## src/rtl/launch_pkg.sv

```systemverilog
// Shared constants and types for the core launch control link.
package launch_pkg;
  localparam int unsigned NUM_CORES      = 8;
  localparam int unsigned IDX_W          = 4;
  localparam int unsigned ADDR_W         = 16;
  localparam int unsigned PARAM_W        = 16;
  localparam int unsigned PARAM_LSB      = 2;
  localparam int unsigned PARAM_MSB      = 15;
  localparam int unsigned NATIVE_LONGS   = 496;
  localparam int unsigned COPY_CNT_W     = 9;
  localparam int unsigned FRAME_LONGS    = 4;
  localparam logic [3:0]  MAX_CORE_IDX   = 4'h7;
  localparam logic [3:0]  FAIL_IDX       = 4'hF;
  localparam logic [8:0]  NATIVE_LAST    = 9'h1EF;
  localparam logic [8:0]  FRAME_LAST     = 9'h003;
  localparam logic [15:0] PARAM_RST      = 16'h0000;

  typedef enum logic [1:0] {
    OP_TARGETED,
    OP_FREE,
    OP_HALT
  } launch_op_t;
endpackage

```

## src/rtl/launch_if.sv

```systemverilog
// Request and answer link between the requesting core and the launch hub.
interface launch_if;
  import launch_pkg::*;
  logic              req_valid;
  logic              req_ready;
  launch_pkg::launch_op_t req_op;
  logic              req_script;
  logic [3:0]        req_core;
  logic [15:0]       req_addr;
  logic [15:0]       req_value;
  logic              rsp_valid;
  logic              rsp_has_result;
  logic [3:0]        rsp_core;

  modport hub
  (
    input  req_valid,
    output req_ready,
    input  req_op,
    input  req_script,
    input  req_core,
    input  req_addr,
    input  req_value,
    output rsp_valid,
    output rsp_has_result,
    output rsp_core
  );

  modport requester
  (
    output req_valid,
    input  req_ready,
    output req_op,
    output req_script,
    output req_core,
    output req_addr,
    output req_value,
    input  rsp_valid,
    input  rsp_has_result,
    input  rsp_core
  );
endinterface

```

## src/rtl/launch_hub.sv

```systemverilog
// Hub end: picks, halts, loads and starts one of eight cores per request.
module launch_hub
  import launch_pkg::*;
(
  // Clock and reset.
  input  wire logic                  clk_sys,
  input  wire logic                  rst_n,
  // Link to the requesting core.
  launch_if.hub                      link,
  // Shared memory access for code copy and stack frame.
  output logic                       mem_rd_r,
  output logic                       mem_wr_r,
  output logic [15:0]                mem_addr_r,
  output logic [31:0]                mem_wdata_r,
  input  wire logic [31:0]           mem_rdata,
  // Per-core local memory load port.
  output logic                       core_load_r,
  output logic [2:0]                 core_sel_r,
  output logic [8:0]                 core_load_addr_r,
  output logic [31:0]                core_load_data_r,
  // Per-core control.
  output logic [NUM_CORES-1:0]       core_run_r,
  output logic [NUM_CORES-1:0]       core_clk_en_r,
  output logic [NUM_CORES-1:0]       core_script_r,
  output logic [NUM_CORES*16-1:0]    core_param_r,
  output logic [NUM_CORES*16-1:0]    core_stack_r
);
  import launch_pkg::*;

  typedef enum logic [2:0] {
    ST_IDLE,
    ST_COPY_RD,
    ST_COPY_WR,
    ST_FRAME,
    ST_START,
    ST_ANSWER
  } hub_state_t;

  hub_state_t          state_r, state_nxt;
  logic [2:0]          tgt_r, tgt_nxt;
  logic                script_r, script_nxt;
  logic                has_res_r, has_res_nxt;
  logic [15:0]         addr_r, addr_nxt;
  logic [15:0]         value_r, value_nxt;
  logic [8:0]          cnt_r, cnt_nxt;
  logic                free_found;
  logic [2:0]          free_idx;
  logic                ready_nxt, rsp_v_nxt;
  logic [3:0]          rsp_core_nxt;
  logic                rd_nxt, wr_nxt, ld_nxt;
  logic [15:0]         maddr_nxt;
  logic [31:0]         wdata_nxt, ld_data_nxt;
  logic [8:0]          ld_addr_nxt;
  logic [NUM_CORES-1:0]    run_nxt, script_c_nxt;
  logic [NUM_CORES*16-1:0] param_nxt, stack_nxt;
  logic                rsp_has_res_r, rsp_v_r, ready_r;
  logic [3:0]          rsp_core_r;

  // Lowest dormant core wins; evaluated in the same cycle the request is taken.
  always_comb
  begin
    free_found = 1'b0;
    free_idx   = 3'h0;
    for (int i = NUM_CORES - 1; i >= 0; i--)
    begin
      if (!core_run_r[i])
      begin
        free_found = 1'b1;
        free_idx   = 3'(i);
      end
    end
  end

  always_comb
  begin
    state_nxt    = state_r;
    tgt_nxt      = tgt_r;
    script_nxt   = script_r;
    has_res_nxt  = has_res_r;
    addr_nxt     = addr_r;
    value_nxt    = value_r;
    cnt_nxt      = cnt_r;
    ready_nxt    = 1'b0;
    rsp_v_nxt    = 1'b0;
    rsp_core_nxt = rsp_core_r;
    rd_nxt       = 1'b0;
    wr_nxt       = 1'b0;
    ld_nxt       = 1'b0;
    maddr_nxt    = mem_addr_r;
    wdata_nxt    = mem_wdata_r;
    ld_addr_nxt  = core_load_addr_r;
    ld_data_nxt  = core_load_data_r;
    run_nxt      = core_run_r;
    script_c_nxt = core_script_r;
    param_nxt    = core_param_r;
    stack_nxt    = core_stack_r;
    unique case (state_r)
      ST_IDLE:
      begin
        ready_nxt = 1'b1;
        if (link.req_valid && ready_r)
        begin
          ready_nxt = 1'b0;
          script_nxt = link.req_script;
          addr_nxt   = link.req_addr;
          value_nxt  = link.req_value;
          cnt_nxt    = 9'h000;
          if (link.req_op == OP_HALT)
          begin
            run_nxt[link.req_core[2:0]] = 1'b0;
            rsp_v_nxt    = 1'b1;
            rsp_core_nxt = link.req_core;
            has_res_nxt  = 1'b0;
            state_nxt    = ST_ANSWER;
          end
          else if (link.req_op == OP_TARGETED && link.req_core <= MAX_CORE_IDX)
          begin
            tgt_nxt     = link.req_core[2:0];
            has_res_nxt = 1'b0;
            run_nxt[link.req_core[2:0]] = 1'b0;
            state_nxt   = link.req_script ? ST_FRAME : ST_COPY_RD;
          end
          else if (free_found)
          begin
            tgt_nxt     = free_idx;
            has_res_nxt = (link.req_op == OP_FREE);
            run_nxt[free_idx] = 1'b0;
            state_nxt   = link.req_script ? ST_FRAME : ST_COPY_RD;
          end
          else
          begin
            rsp_v_nxt    = 1'b1;
            rsp_core_nxt = FAIL_IDX;
            has_res_nxt  = (link.req_op == OP_FREE);
            state_nxt    = ST_ANSWER;
          end
        end
      end
      ST_COPY_RD:
      begin
        rd_nxt    = 1'b1;
        maddr_nxt = 16'(addr_r + {cnt_r, 2'b00});
        state_nxt = ST_COPY_WR;
      end
      ST_COPY_WR:
      begin
        ld_nxt      = 1'b1;
        ld_addr_nxt = cnt_r;
        ld_data_nxt = mem_rdata;
        cnt_nxt     = 9'(cnt_r + 9'h001);
        state_nxt   = (cnt_r == NATIVE_LAST) ? ST_START : ST_COPY_RD;
      end
      ST_FRAME:
      begin
        wr_nxt    = 1'b1;
        maddr_nxt = 16'(value_r + {cnt_r, 2'b00});
        wdata_nxt = (cnt_r == 9'h000) ? {16'h0000, addr_r} : 32'h0000_0000;
        cnt_nxt   = 9'(cnt_r + 9'h001);
        if (cnt_r == FRAME_LAST)
          state_nxt = ST_START;
      end
      ST_START:
      begin
        script_c_nxt[tgt_r] = script_r;
        if (script_r)
          stack_nxt[tgt_r*16 +: 16] = value_r;
        else
          param_nxt[tgt_r*16 +: 16] = {value_r[PARAM_MSB:PARAM_LSB], 2'b00};
        run_nxt[tgt_r] = 1'b1;
        rsp_v_nxt      = 1'b1;
        rsp_core_nxt   = {1'b0, tgt_r};
        state_nxt      = ST_ANSWER;
      end
      ST_ANSWER:
      begin
        ready_nxt = 1'b1;
        state_nxt = ST_IDLE;
      end
      default:
      begin
        state_nxt = ST_IDLE;
      end
    endcase
  end

  always_ff @(posedge clk_sys or negedge rst_n)
  begin
    if (!rst_n)
    begin
      state_r          <= ST_IDLE;
      tgt_r            <= 3'h0;
      script_r         <= 1'b0;
      has_res_r        <= 1'b0;
      addr_r           <= 16'h0000;
      value_r          <= 16'h0000;
      cnt_r            <= 9'h000;
      ready_r          <= 1'b0;
      rsp_v_r          <= 1'b0;
      rsp_has_res_r    <= 1'b0;
      rsp_core_r       <= 4'h0;
      mem_rd_r         <= 1'b0;
      mem_wr_r         <= 1'b0;
      mem_addr_r       <= 16'h0000;
      mem_wdata_r      <= 32'h0000_0000;
      core_load_r      <= 1'b0;
      core_sel_r       <= 3'h0;
      core_load_addr_r <= 9'h000;
      core_load_data_r <= 32'h0000_0000;
      core_run_r       <= '0;
      core_clk_en_r    <= '0;
      core_script_r    <= '0;
      core_param_r     <= {NUM_CORES{PARAM_RST}};
      core_stack_r     <= '0;
    end
    else
    begin
      state_r          <= state_nxt;
      tgt_r            <= tgt_nxt;
      script_r         <= script_nxt;
      has_res_r        <= has_res_nxt;
      addr_r           <= addr_nxt;
      value_r          <= value_nxt;
      cnt_r            <= cnt_nxt;
      ready_r          <= ready_nxt;
      rsp_v_r          <= rsp_v_nxt;
      rsp_has_res_r    <= has_res_nxt;
      rsp_core_r       <= rsp_core_nxt;
      mem_rd_r         <= rd_nxt;
      mem_wr_r         <= wr_nxt;
      mem_addr_r       <= maddr_nxt;
      mem_wdata_r      <= wdata_nxt;
      core_load_r      <= ld_nxt;
      core_sel_r       <= tgt_nxt;
      core_load_addr_r <= ld_addr_nxt;
      core_load_data_r <= ld_data_nxt;
      core_run_r       <= run_nxt;
      core_clk_en_r    <= run_nxt;
      core_script_r    <= script_c_nxt;
      core_param_r     <= param_nxt;
      core_stack_r     <= stack_nxt;
    end
  end

  assign link.req_ready      = ready_r;
  assign link.rsp_valid      = rsp_v_r;
  assign link.rsp_has_result = rsp_has_res_r;
  assign link.rsp_core       = rsp_core_r;
endmodule

```

## src/flat_wrapper.sv

```systemverilog
// flat-port wrapper written by rule: the top's interface ports become plain ports
module launch_hub_flat import launch_pkg::*;
  (clk_sys, rst_n, mem_rd_r, mem_wr_r, mem_addr_r, mem_wdata_r, mem_rdata, core_load_r, core_sel_r, core_load_addr_r, core_load_data_r, core_run_r, core_clk_en_r, core_script_r, core_param_r, core_stack_r, link_req_valid, link_req_ready, link_req_op, link_req_script, link_req_core, link_req_addr, link_req_value, link_rsp_valid, link_rsp_has_result, link_rsp_core);
  launch_if link_i ();
  input  wire logic clk_sys;
  input  wire logic rst_n;
  output logic mem_rd_r;
  output logic mem_wr_r;
  output logic [15:0] mem_addr_r;
  output logic [31:0] mem_wdata_r;
  input  wire logic [31:0] mem_rdata;
  output logic core_load_r;
  output logic [2:0] core_sel_r;
  output logic [8:0] core_load_addr_r;
  output logic [31:0] core_load_data_r;
  output logic [NUM_CORES-1:0] core_run_r;
  output logic [NUM_CORES-1:0] core_clk_en_r;
  output logic [NUM_CORES-1:0] core_script_r;
  output logic [NUM_CORES*16-1:0] core_param_r;
  output logic [NUM_CORES*16-1:0] core_stack_r;
  input wire logic [$bits(link_i.req_valid)-1:0] link_req_valid;
  output wire logic [$bits(link_i.req_ready)-1:0] link_req_ready;
  input wire logic [$bits(link_i.req_op)-1:0] link_req_op;
  input wire logic [$bits(link_i.req_script)-1:0] link_req_script;
  input wire logic [$bits(link_i.req_core)-1:0] link_req_core;
  input wire logic [$bits(link_i.req_addr)-1:0] link_req_addr;
  input wire logic [$bits(link_i.req_value)-1:0] link_req_value;
  output wire logic [$bits(link_i.rsp_valid)-1:0] link_rsp_valid;
  output wire logic [$bits(link_i.rsp_has_result)-1:0] link_rsp_has_result;
  output wire logic [$bits(link_i.rsp_core)-1:0] link_rsp_core;
  assign link_i.req_valid = link_req_valid;
  assign link_req_ready = link_i.req_ready;
  assign link_i.req_op = link_req_op;
  assign link_i.req_script = link_req_script;
  assign link_i.req_core = link_req_core;
  assign link_i.req_addr = link_req_addr;
  assign link_i.req_value = link_req_value;
  assign link_rsp_valid = link_i.rsp_valid;
  assign link_rsp_has_result = link_i.rsp_has_result;
  assign link_rsp_core = link_i.rsp_core;
  launch_hub u_core (.clk_sys(clk_sys), .rst_n(rst_n), .link(link_i), .mem_rd_r(mem_rd_r), .mem_wr_r(mem_wr_r), .mem_addr_r(mem_addr_r), .mem_wdata_r(mem_wdata_r), .mem_rdata(mem_rdata), .core_load_r(core_load_r), .core_sel_r(core_sel_r), .core_load_addr_r(core_load_addr_r), .core_load_data_r(core_load_data_r), .core_run_r(core_run_r), .core_clk_en_r(core_clk_en_r), .core_script_r(core_script_r), .core_param_r(core_param_r), .core_stack_r(core_stack_r));
endmodule
```

## config.mk

```make
export PLATFORM = sky130hd
export DESIGN_NAME = launch_hub_flat
export DESIGN_NICKNAME = d
export VERILOG_FILES = /design/src/rtl/launch_pkg.sv /design/src/rtl/launch_if.sv /design/src/rtl/launch_hub.sv /design/src/flat_wrapper.sv
export SDC_FILE = /design/constraint.sdc
export NUM_CORES = 1
export LEC_CHECK = 0
export ABC_AREA = 1
export BUFFER_PORTS_ARGS = -buffer_cell sky130_fd_sc_hd__buf_2
export CAP_MARGIN = 20
export CORE_MARGIN = 2
export CORE_UTILIZATION = 47
export DETAILED_ROUTE_END_ITERATION = 10
export PLACE_DENSITY = 0.76
export SKIP_CTS_REPAIR_TIMING = 1
export SLEW_MARGIN = 40
export SYNTH_ARGS = -nofsm -noshare
export SYNTH_HDL_FRONTEND = slang
export SYNTH_SLANG_ARGS = --single-unit
```

## constraint.sdc

```tcl
create_clock -name clk_sys -period 2.7 [get_ports clk_sys]
set_input_delay 0.135 -clock clk_sys [delete_from_list [all_inputs] [get_ports clk_sys]]
set_output_delay 0.135 -clock clk_sys [all_outputs]
set_load 0.02 [all_outputs]
```

==> key figures, run 1 <==
Setup path
  – CP max FO: 21
  – Worst EP required: 3.15 ns
  – Critical path capture point type: flip-flop
  – CP startpoint kind: flip-flop
  – Crit path kind: flip-flop to flip-flop
  – Worst Path Arrival: 2.95 ns

Routing
  – Wire length per cell: 18.75 µm
  – Via count: 14,460
  – Drt total wl: 51,640 µm
  – Routed Antenna Nets: 0
  – Initial DRC count: 1,100
  – Drt pass-1 iters: 6
  – Vias per cell: 5.251
  – DRC violations left: 0

Logic synthesis
  – Post-synth cell types: 42
  – Asr flop ratio synth: 1.000
  – Seq/Total Area, Yosys: 0.5955
  – Most used DFF post-synth: dfrtp_1
  – Post-synth EDFFs: 0
  – Seq cells post-synth: 387
  – Cell count after synthesis: 1,785
  – Synth Cell Area: 16,260 µm²
  – Post-Syn Area per Cell: 9.110 µm²
  – Yosys warns: 0

Power
  – PwrDens: 576.1 nW/µm²
  – VDD IR-drop max: 0.4288 mV
  – Tot Pwr: 0.01200 W
  – Lkg Pwr: 10.98 nW

Outcome
  – Status: complete, but fails checks
  – Failing checks: negative hold slack

Clock tree
  – Worst-Skew Late Latency: 0.55 ns
  – Num CTS Buffers: 41
  – Root buffer cell: clkbuf_16
  – Clock-pin slew on the worst setup and hold paths: 0.06 ns
  – CTS tree: done
  – CTS max path bufs: 3
  – Clock Sink Count: 387
  – Deepest level of the CTS H-tree: 2

Placed design
  – Dpl hpwl: 36,070 µm
  – Routability congestion estimate: 0.8862
  – Pre-CTS setup slack: 0.1656 ns
  – Inst Count DP: 2,608
  – # port buffers: 423

Die
  – Core area: 34,290 µm²
  – I/O Pins: 456
  – Die X: 190.0 µm
  – Die ar.: 36,100 µm²
  – DIE HEIGHT: 190.0 µm
  – Placement row count: 68
  – Starting Density: 0.4743

GRT
  – Global route total overflow: 0
  – First-pass GRT wire length: 76,080 µm
  – Total global-route track usage: 0.2722
  – Pin count of the biggest net entering global routing: 82
  – Vias in the first global route: 13,220
  – Antenna violations before repair: 2

Cells and area
  – Area grow syn2layout: 28.14%
  – Layout fillers: 2,871
  – Final std cells w/o fill: 2,754
  – Post-Route Utilization: 0.6078
  – Final nets: 2,353
  – Share of cells above drive strength 1: 0.2520

STA
  – Clock Skew: 0.03025 ns
  – Slew HR: 0.4527
  – Pins Over Slew Limit: 0
  – Least-Margin Pin Slew: 0.8201 ns
  – Max Freq: 0.4007 GHz
  – Setup_tns: 0 ns
  – Endpoints failing setup: 0
  – Endpoints failing hold: 1
  – RSZ-0062 raised after global routing: false
  – Hold Slack: -0.04008 ns
  – Minimum clock period: 2.495 ns
  – Final worst setup slack: 0.2046 ns
  – Fin crit share: 0.9242

Job
  – MaxCap Viol Count: 0

Min path
  – Hold Crit Class: input port to flip-flop
==> metal layers <==
layer	track usage	routed length (µm)
met4	0.1079	2032
met1	0.3701	21080
met3	0.04593	3817
met2	0.4377	24700
met5	0	13
==> state kept, by name (all words and copies together) (netlist names), 3 cells and up <==
register                 cells
u_core.core_stack_r        128
u_core.core_param_r        112
u_core.core_load_data_r     32
u_core.addr_r               16
u_core.mem_addr_r           16
u_core.mem_wdata_r          16
u_core.value_r              16
u_core.cnt_r                 9
u_core.core_load_addr_r      9
u_core.core_run_r            8
u_core.core_script_r         8
u_core.link.rsp_core         4
u_core.core_sel_r            3
u_core.state_r               3
==> placed cells by master, fill, tap and decap left out, types with 6 or more instances in the layout <==
cell	Yosys	layout
nor2_1	69	69
o31ai_1	20	20
inv_1	105	105
clkbuf_1	39	8
o21ai_0	285	284
a21oi_1	46	46
a31oi_1	13	13
buf_2	30	422
ha_1	13	13
nand4_1	9	9
o21ai_1	27	28
clkbuf_16	0	41
dfrtp_1	387	387
nor2_4	8	8
conb_1	1	32
buf_12	0	6
nand2_1	559	559
dlygate4sd3_1	0	69
inv_2	10	10
clkbuf_8	0	9
nand3_1	49	48
buf_4	46	32
nand2_2	11	11
==> stage by stage <==
step | area [µm²] | hold WS (ns)
floorplan | 16380 | -0.1606
global placement | 18730 | 0.1965
detailed placement | 18730 | 0.2021
CTS | 20140 | -0.3812
global route | 20840 | 0.01407
finish | 20840 | -0.04008
==> cell type report <==
type | count | area [µm²] | share of cell area
Sequential cell | 387 | 9684 | 0.4647
Multi-Input combinational cell | 1185 | 5528 | 0.2653
Timing Repair Buffer | 531 | 3189 | 0.1530
Clock buffer | 58 | 1180 | 0.05662
Tap cell | 455 | 569.3 | 0.02732
Inverter | 119 | 451.7 | 0.02168
Clock inverter | 18 | 234.0 | 0.01123
Antenna cell | 1 | 2.502 | 0.0001201
==> worst max-delay path, cell delays in order, from the launching register on <==
cell     delay [ns]
dfrtp_1        0.40
inv_1          0.14
ha_1           0.21
ha_1           0.45
inv_2          0.10
buf_4          0.19
nor2_8         0.18
nand2_1        0.38
o21ai_0        0.35
==> cells in the mapped netlist, drive strengths merged, types with 3 or more instances <==
master | count | area, µm²
nor3 | 5 | 25.02
o21ai | 317 | 1605
nand4 | 10 | 77.57
nand3 | 49 | 245.2
dfrtp | 387 | 9684
clkbuf | 41 | 156.4
xnor2 | 4 | 35.03
o41ai | 4 | 35.03
o211ai | 3 | 22.52
a21oi | 46 | 230.2
nor4 | 4 | 40.04
ha | 13 | 162.7
inv | 117 | 444.2
nand2 | 573 | 2201
buf | 84 | 563.0
nor2 | 83 | 414.2
a31oi | 13 | 81.33
o31ai | 20 | 150.1
==> power by group <==
group	internal, W	total [W]	switching, W
Combinational	0.000126	0.000339	0.000214
Sequential	0.00580	0.00580	0
Clock	0.00346	0.00587	0.00240
==> logic make-up after synthesis <==
kind of cell / Yosys count / share of synthesized area
AOI/OAI and AO/OA: 407 / 0.1326
xor gates and xnor gates: 4 / 0.002154
adders and majority gates: 14 / 0.01123
buffers and inverters: 244 / 0.07202
DFF: 387 / 0.5955
other: 1 / 0.0002306
and+or+nand+nor: 728 / 0.1863
==> worst paths after layout <==
check                                                 start                          end  slack, ns  depth (start not counted)
worst min-delay path                       link_req_core[3]      u_core.link.rsp_core[3]      -0.04                          3
min in group asynchronous                             rst_n     u_core.core_stack_r[126]       0.20                          2
worst max register to register         u_core.core_sel_r[1]      u_core.core_param_r[29]       0.20                          8
max in group asynchronous                             rst_n      u_core.core_param_r[30]       1.61                          3
worst max-delay path                   u_core.core_sel_r[1]      u_core.core_param_r[29]       0.20                          8
worst min register to register  u_core.core_load_data_r[16]  u_core.core_load_data_r[16]       0.46                          2
Note: power is estimated with default switching activity, not from simulation.
==> run 2: changes to the inputs <==
CORE_AREA = 2 2 179 181   (was not set)
CORE_MARGIN = not set   (was 2)
CORE_UTILIZATION = not set   (was 47)
CTS_CLUSTER_SIZE = 40   (was not set)
DIE_AREA = 0 0 181 183   (was not set)
PLACE_DENSITY = 0.8   (was 0.76)
clock period = 3.2 ns   (was 2.7 ns; I/O delays follow)
==> run 2 against run 1 <==
  * The flow now finishes without violations
  * Critical path depth grew 8
  * Clock power is 20% lower
  * Design area down 1.1%
  * Non-clock buffer count fell by 11
  * Combinational power decreased by 15%
  * Cell count decreased by 2.6%
  * Sequential power decreased by 16%
  * First-iteration DRC count rose by 0.27%
  * Flip-flop and latch count stayed put
  * Clock-buffer cell count is 3 lower
  * Critical path type unchanged
  * Largest power group is now sequential cells
==> key figures, run 2 (same netlist as run 1, synthesis figures left out) <==
Outcome
  – Status: complete, no violations

STA
  – Max Freq: 0.3706 GHz (-7.5%)
  – Clock Skew: 0.02265 ns (-0.007605 ns)
  – Endpoints failing setup: 0 (unchanged)
  – Fin crit share: 0.8433 (-0.08096)
  – Minimum clock period: 2.698 ns (+0.2030 ns)
  – Least-Margin Pin Slew: 0.7335 ns (-0.08659 ns)
  – Setup_tns: 0 ns (unchanged)
  – RSZ-0062 raised after global routing: false
  – Slew HR: 0.5105 (+0.05779)
  – Endpoints failing hold: 0 (-1)
  – Final worst setup slack: 0.5015 ns (+0.2970 ns)
  – Pins Over Slew Limit: 0 (unchanged)

Placed design
  – Pre-CTS setup slack: 0.5355 ns (+0.3699 ns)
  – # port buffers: 423 (unchanged)
  – Dpl hpwl: 35,530 µm (-1.5%)
  – Routability congestion estimate: 0.9157 (+3.3%)

GRT
  – First-pass GRT wire length: 76,620 µm (+0.72%)
  – Global route total overflow: 0 (unchanged)
  – Pin count of the biggest net entering global routing: 73 (-11%)
  – Antenna violations before repair: 0 (-2)
  – Vias in the first global route: 13,510 (+2.2%)
  – Total global-route track usage: 0.2964 (+0.02415)

Setup path
  – Worst EP required: 3.63 ns (+0.48 ns)
  – CP max FO: 17 (-19%)
  – Slowest CP cell: fa_1
  – Critical path capture point type: flip-flop
  – CP startpoint kind: flip-flop
  – Most frequent CP cell: nand2_1
  – Worst Path Arrival: 3.12 ns (+0.17 ns)
  – Crit-path cells: inv_1 > nand3_2 > buf_4 > nand2_1 > o21ai_0 > fa_1 > nand3_1 > nand3_1 > nand2_1 > nand2_1 > nand2_1 > nand2_1 > nand2_1 > nand2_1 > nand3_1 > nand2_1
  – Crit path kind: flip-flop to flip-flop
  – Slowest cell delay on critical path: 0.47 ns (+0.02 ns)

Routing
  – Routed Antenna Nets: 0 (unchanged)
  – Initial DRC count: 1,103 (+0.27%)
  – Wire length per cell: 19.23 µm (+2.6%)
  – Via count: 14,570 (+0.73%)
  – Vias per cell: 5.429 (+3.4%)
  – Drt pass-1 iters: 5 (-1)
  – DRC violations left: 0 (unchanged)
  – Drt total wl: 51,610 µm (about the same)

Die
  – Starting Density: 0.5207 (+0.04644)
  – I/O Pins: 456 (unchanged)
  – Die X: 181 µm (-4.7%)
  – Core area: 31,230 µm² (-8.9%)
  – Placement row count: 65 (-4.4%)
  – Die ar.: 33,120 µm² (-8.3%)
  – DIE HEIGHT: 183 µm (-3.7%)

Clock tree
  – Deepest level of the CTS H-tree: 2 (unchanged)
  – Clock-pin slew on the worst setup and hold paths: 0.06 ns (about the same)
  – Num CTS Buffers: 40 (-2.4%)
  – Root buffer cell: clkbuf_16
  – Worst-Skew Late Latency: 0.54 ns (about the same)
  – CTS tree: done
  – CTS max path bufs: 3 (unchanged)
  – Clock Sink Count: 387 (unchanged)

Cells and area
  – Share of cells above drive strength 1: 0.2473 (-0.004698)
  – Final nets: 2,341 (-0.51%)
  – Largest regs: u_core.core_stack_r: 128 flops, u_core.core_param_r: 112 flops, u_core.core_load_data_r: 32 flops
  – Post-Route Utilization: 0.6597 (+0.05190)
  – Max FFs per register: 128 (unchanged)
  – Commonest non-fill, non-tap cell in the layout: nand2_1
  – Most frequent cells in the layout: 559 x nand2_1, 422 x buf_2, 387 x dfrtp_1
  – Area grow syn2layout: 26.68%
  – Antenna cells: 0 (-1)
  – Largest register by flop count: u_core.core_stack_r

Power
  – PwrDens: 480.6 nW/µm² (-17%)
  – Int Pwr: 0.007749 W (-17%)
  – Clock power frac: 0.477 (-0.012)
  – Seq pwr share: 0.494 (+0.011)
  – Power share of the combinational group: 0.029 (about the same)
  – Tot Pwr: 0.009900 W (-18%)
  – Switching share of total power: 0.2174 (-0.0006383)
  – Lkg Pwr: 10.90 nW (-0.72%)
  – VDD IR-drop max: 0.3482 mV (-19%)
  – Switch Pwr: 0.002152 W (-18%)

Job
  – MaxCap Viol Count: 0 (unchanged)

Min path
  – Hold Crit Class: input port to flip-flop
-- run 2: per-stage QoR --
step	std cells	area, µm²	hold slack [ns]
4_1_cts	2615	19920	-0.4401
3_3_place_gp	2544	18570	0.3009
6_report	2683	20600	0.001800
2_1_floorplan	1816	16380	-0.1356
5_1_grt	2683	20600	0.01745
3_5_place_dp	2545	18590	0.1235
-- run 2: path summary, 6_finish.rpt --
| kind | start | to | slack, ns | cells after the start |
|---|---|---|---|---|
| min reg2reg | u_core.core_load_data_r[14] | u_core.core_load_data_r[14] | 0.47 | 2 |
| max in group asynchronous | rst_n | u_core.core_stack_r[20] | 1.96 | 4 |
| max | u_core.state_r[2] | u_core.mem_addr_r[12] | 0.50 | 16 |
| min in group asynchronous | rst_n | u_core.core_param_r[7] | 0.14 | 2 |
| min | link_req_core[3] | u_core.link.rsp_core[3] | 0.002 | 3 |
| max reg2reg | u_core.state_r[2] | u_core.mem_addr_r[12] | 0.50 | 16 |
-- run 2: power by group through the flow --
| stage | registers (W) | clock network, W | logic [W] |
|---|---|---|---|
| 2_1_floorplan | 0.00498 | 0 | 0.0000760 |
| 3_3_place_gp | 0.00498 | 0 | 0.000215 |
| 3_5_place_dp | 0.00498 | 0 | 0.000223 |
| 4_1_cts | 0.00489 | 0.00477 | 0.000224 |
| 5_1_grt | 0.00489 | 0.00498 | 0.000319 |
| 6_report | 0.00489 | 0.00472 | 0.000289 |
-- run 2: worst max-delay path, delay by kind of cell (launching register included) --
| kind | cells | cell delay [ns] |
|---|---|---|
| AO/OA/AOI/OAI | 1 | 0.15 |
| adder cells (fa/ha/maj) | 1 | 0.47 |
| buffers and inverters | 2 | 0.43 |
| flip-flops | 1 | 0.44 |
| AND/OR/NAND/NOR | 12 | 1.09 |
-- run 2: routing by layer --
layer	wire (µm)	up-vias	track usage
li1	-	6678	-
met2	25040	700	0.4934
met3	3926	109	0.04547
met1	20950	7079	0.3994
met5	0	-	0
met4	1691	0	0.1060
-- run 2: layout make-up --
class / count / area (µm²)
Clock buffer: 55 / 1137
Clock inverter: 15 / 188.9
Fill cell: 2508 / 10630
Inverter: 119 / 451.7
Multi-Input combinational cell: 1185 / 5528
Sequential cell: 387 / 9684
Tap cell: 402 / 503.0
Timing Repair Buffer: 520 / 3108
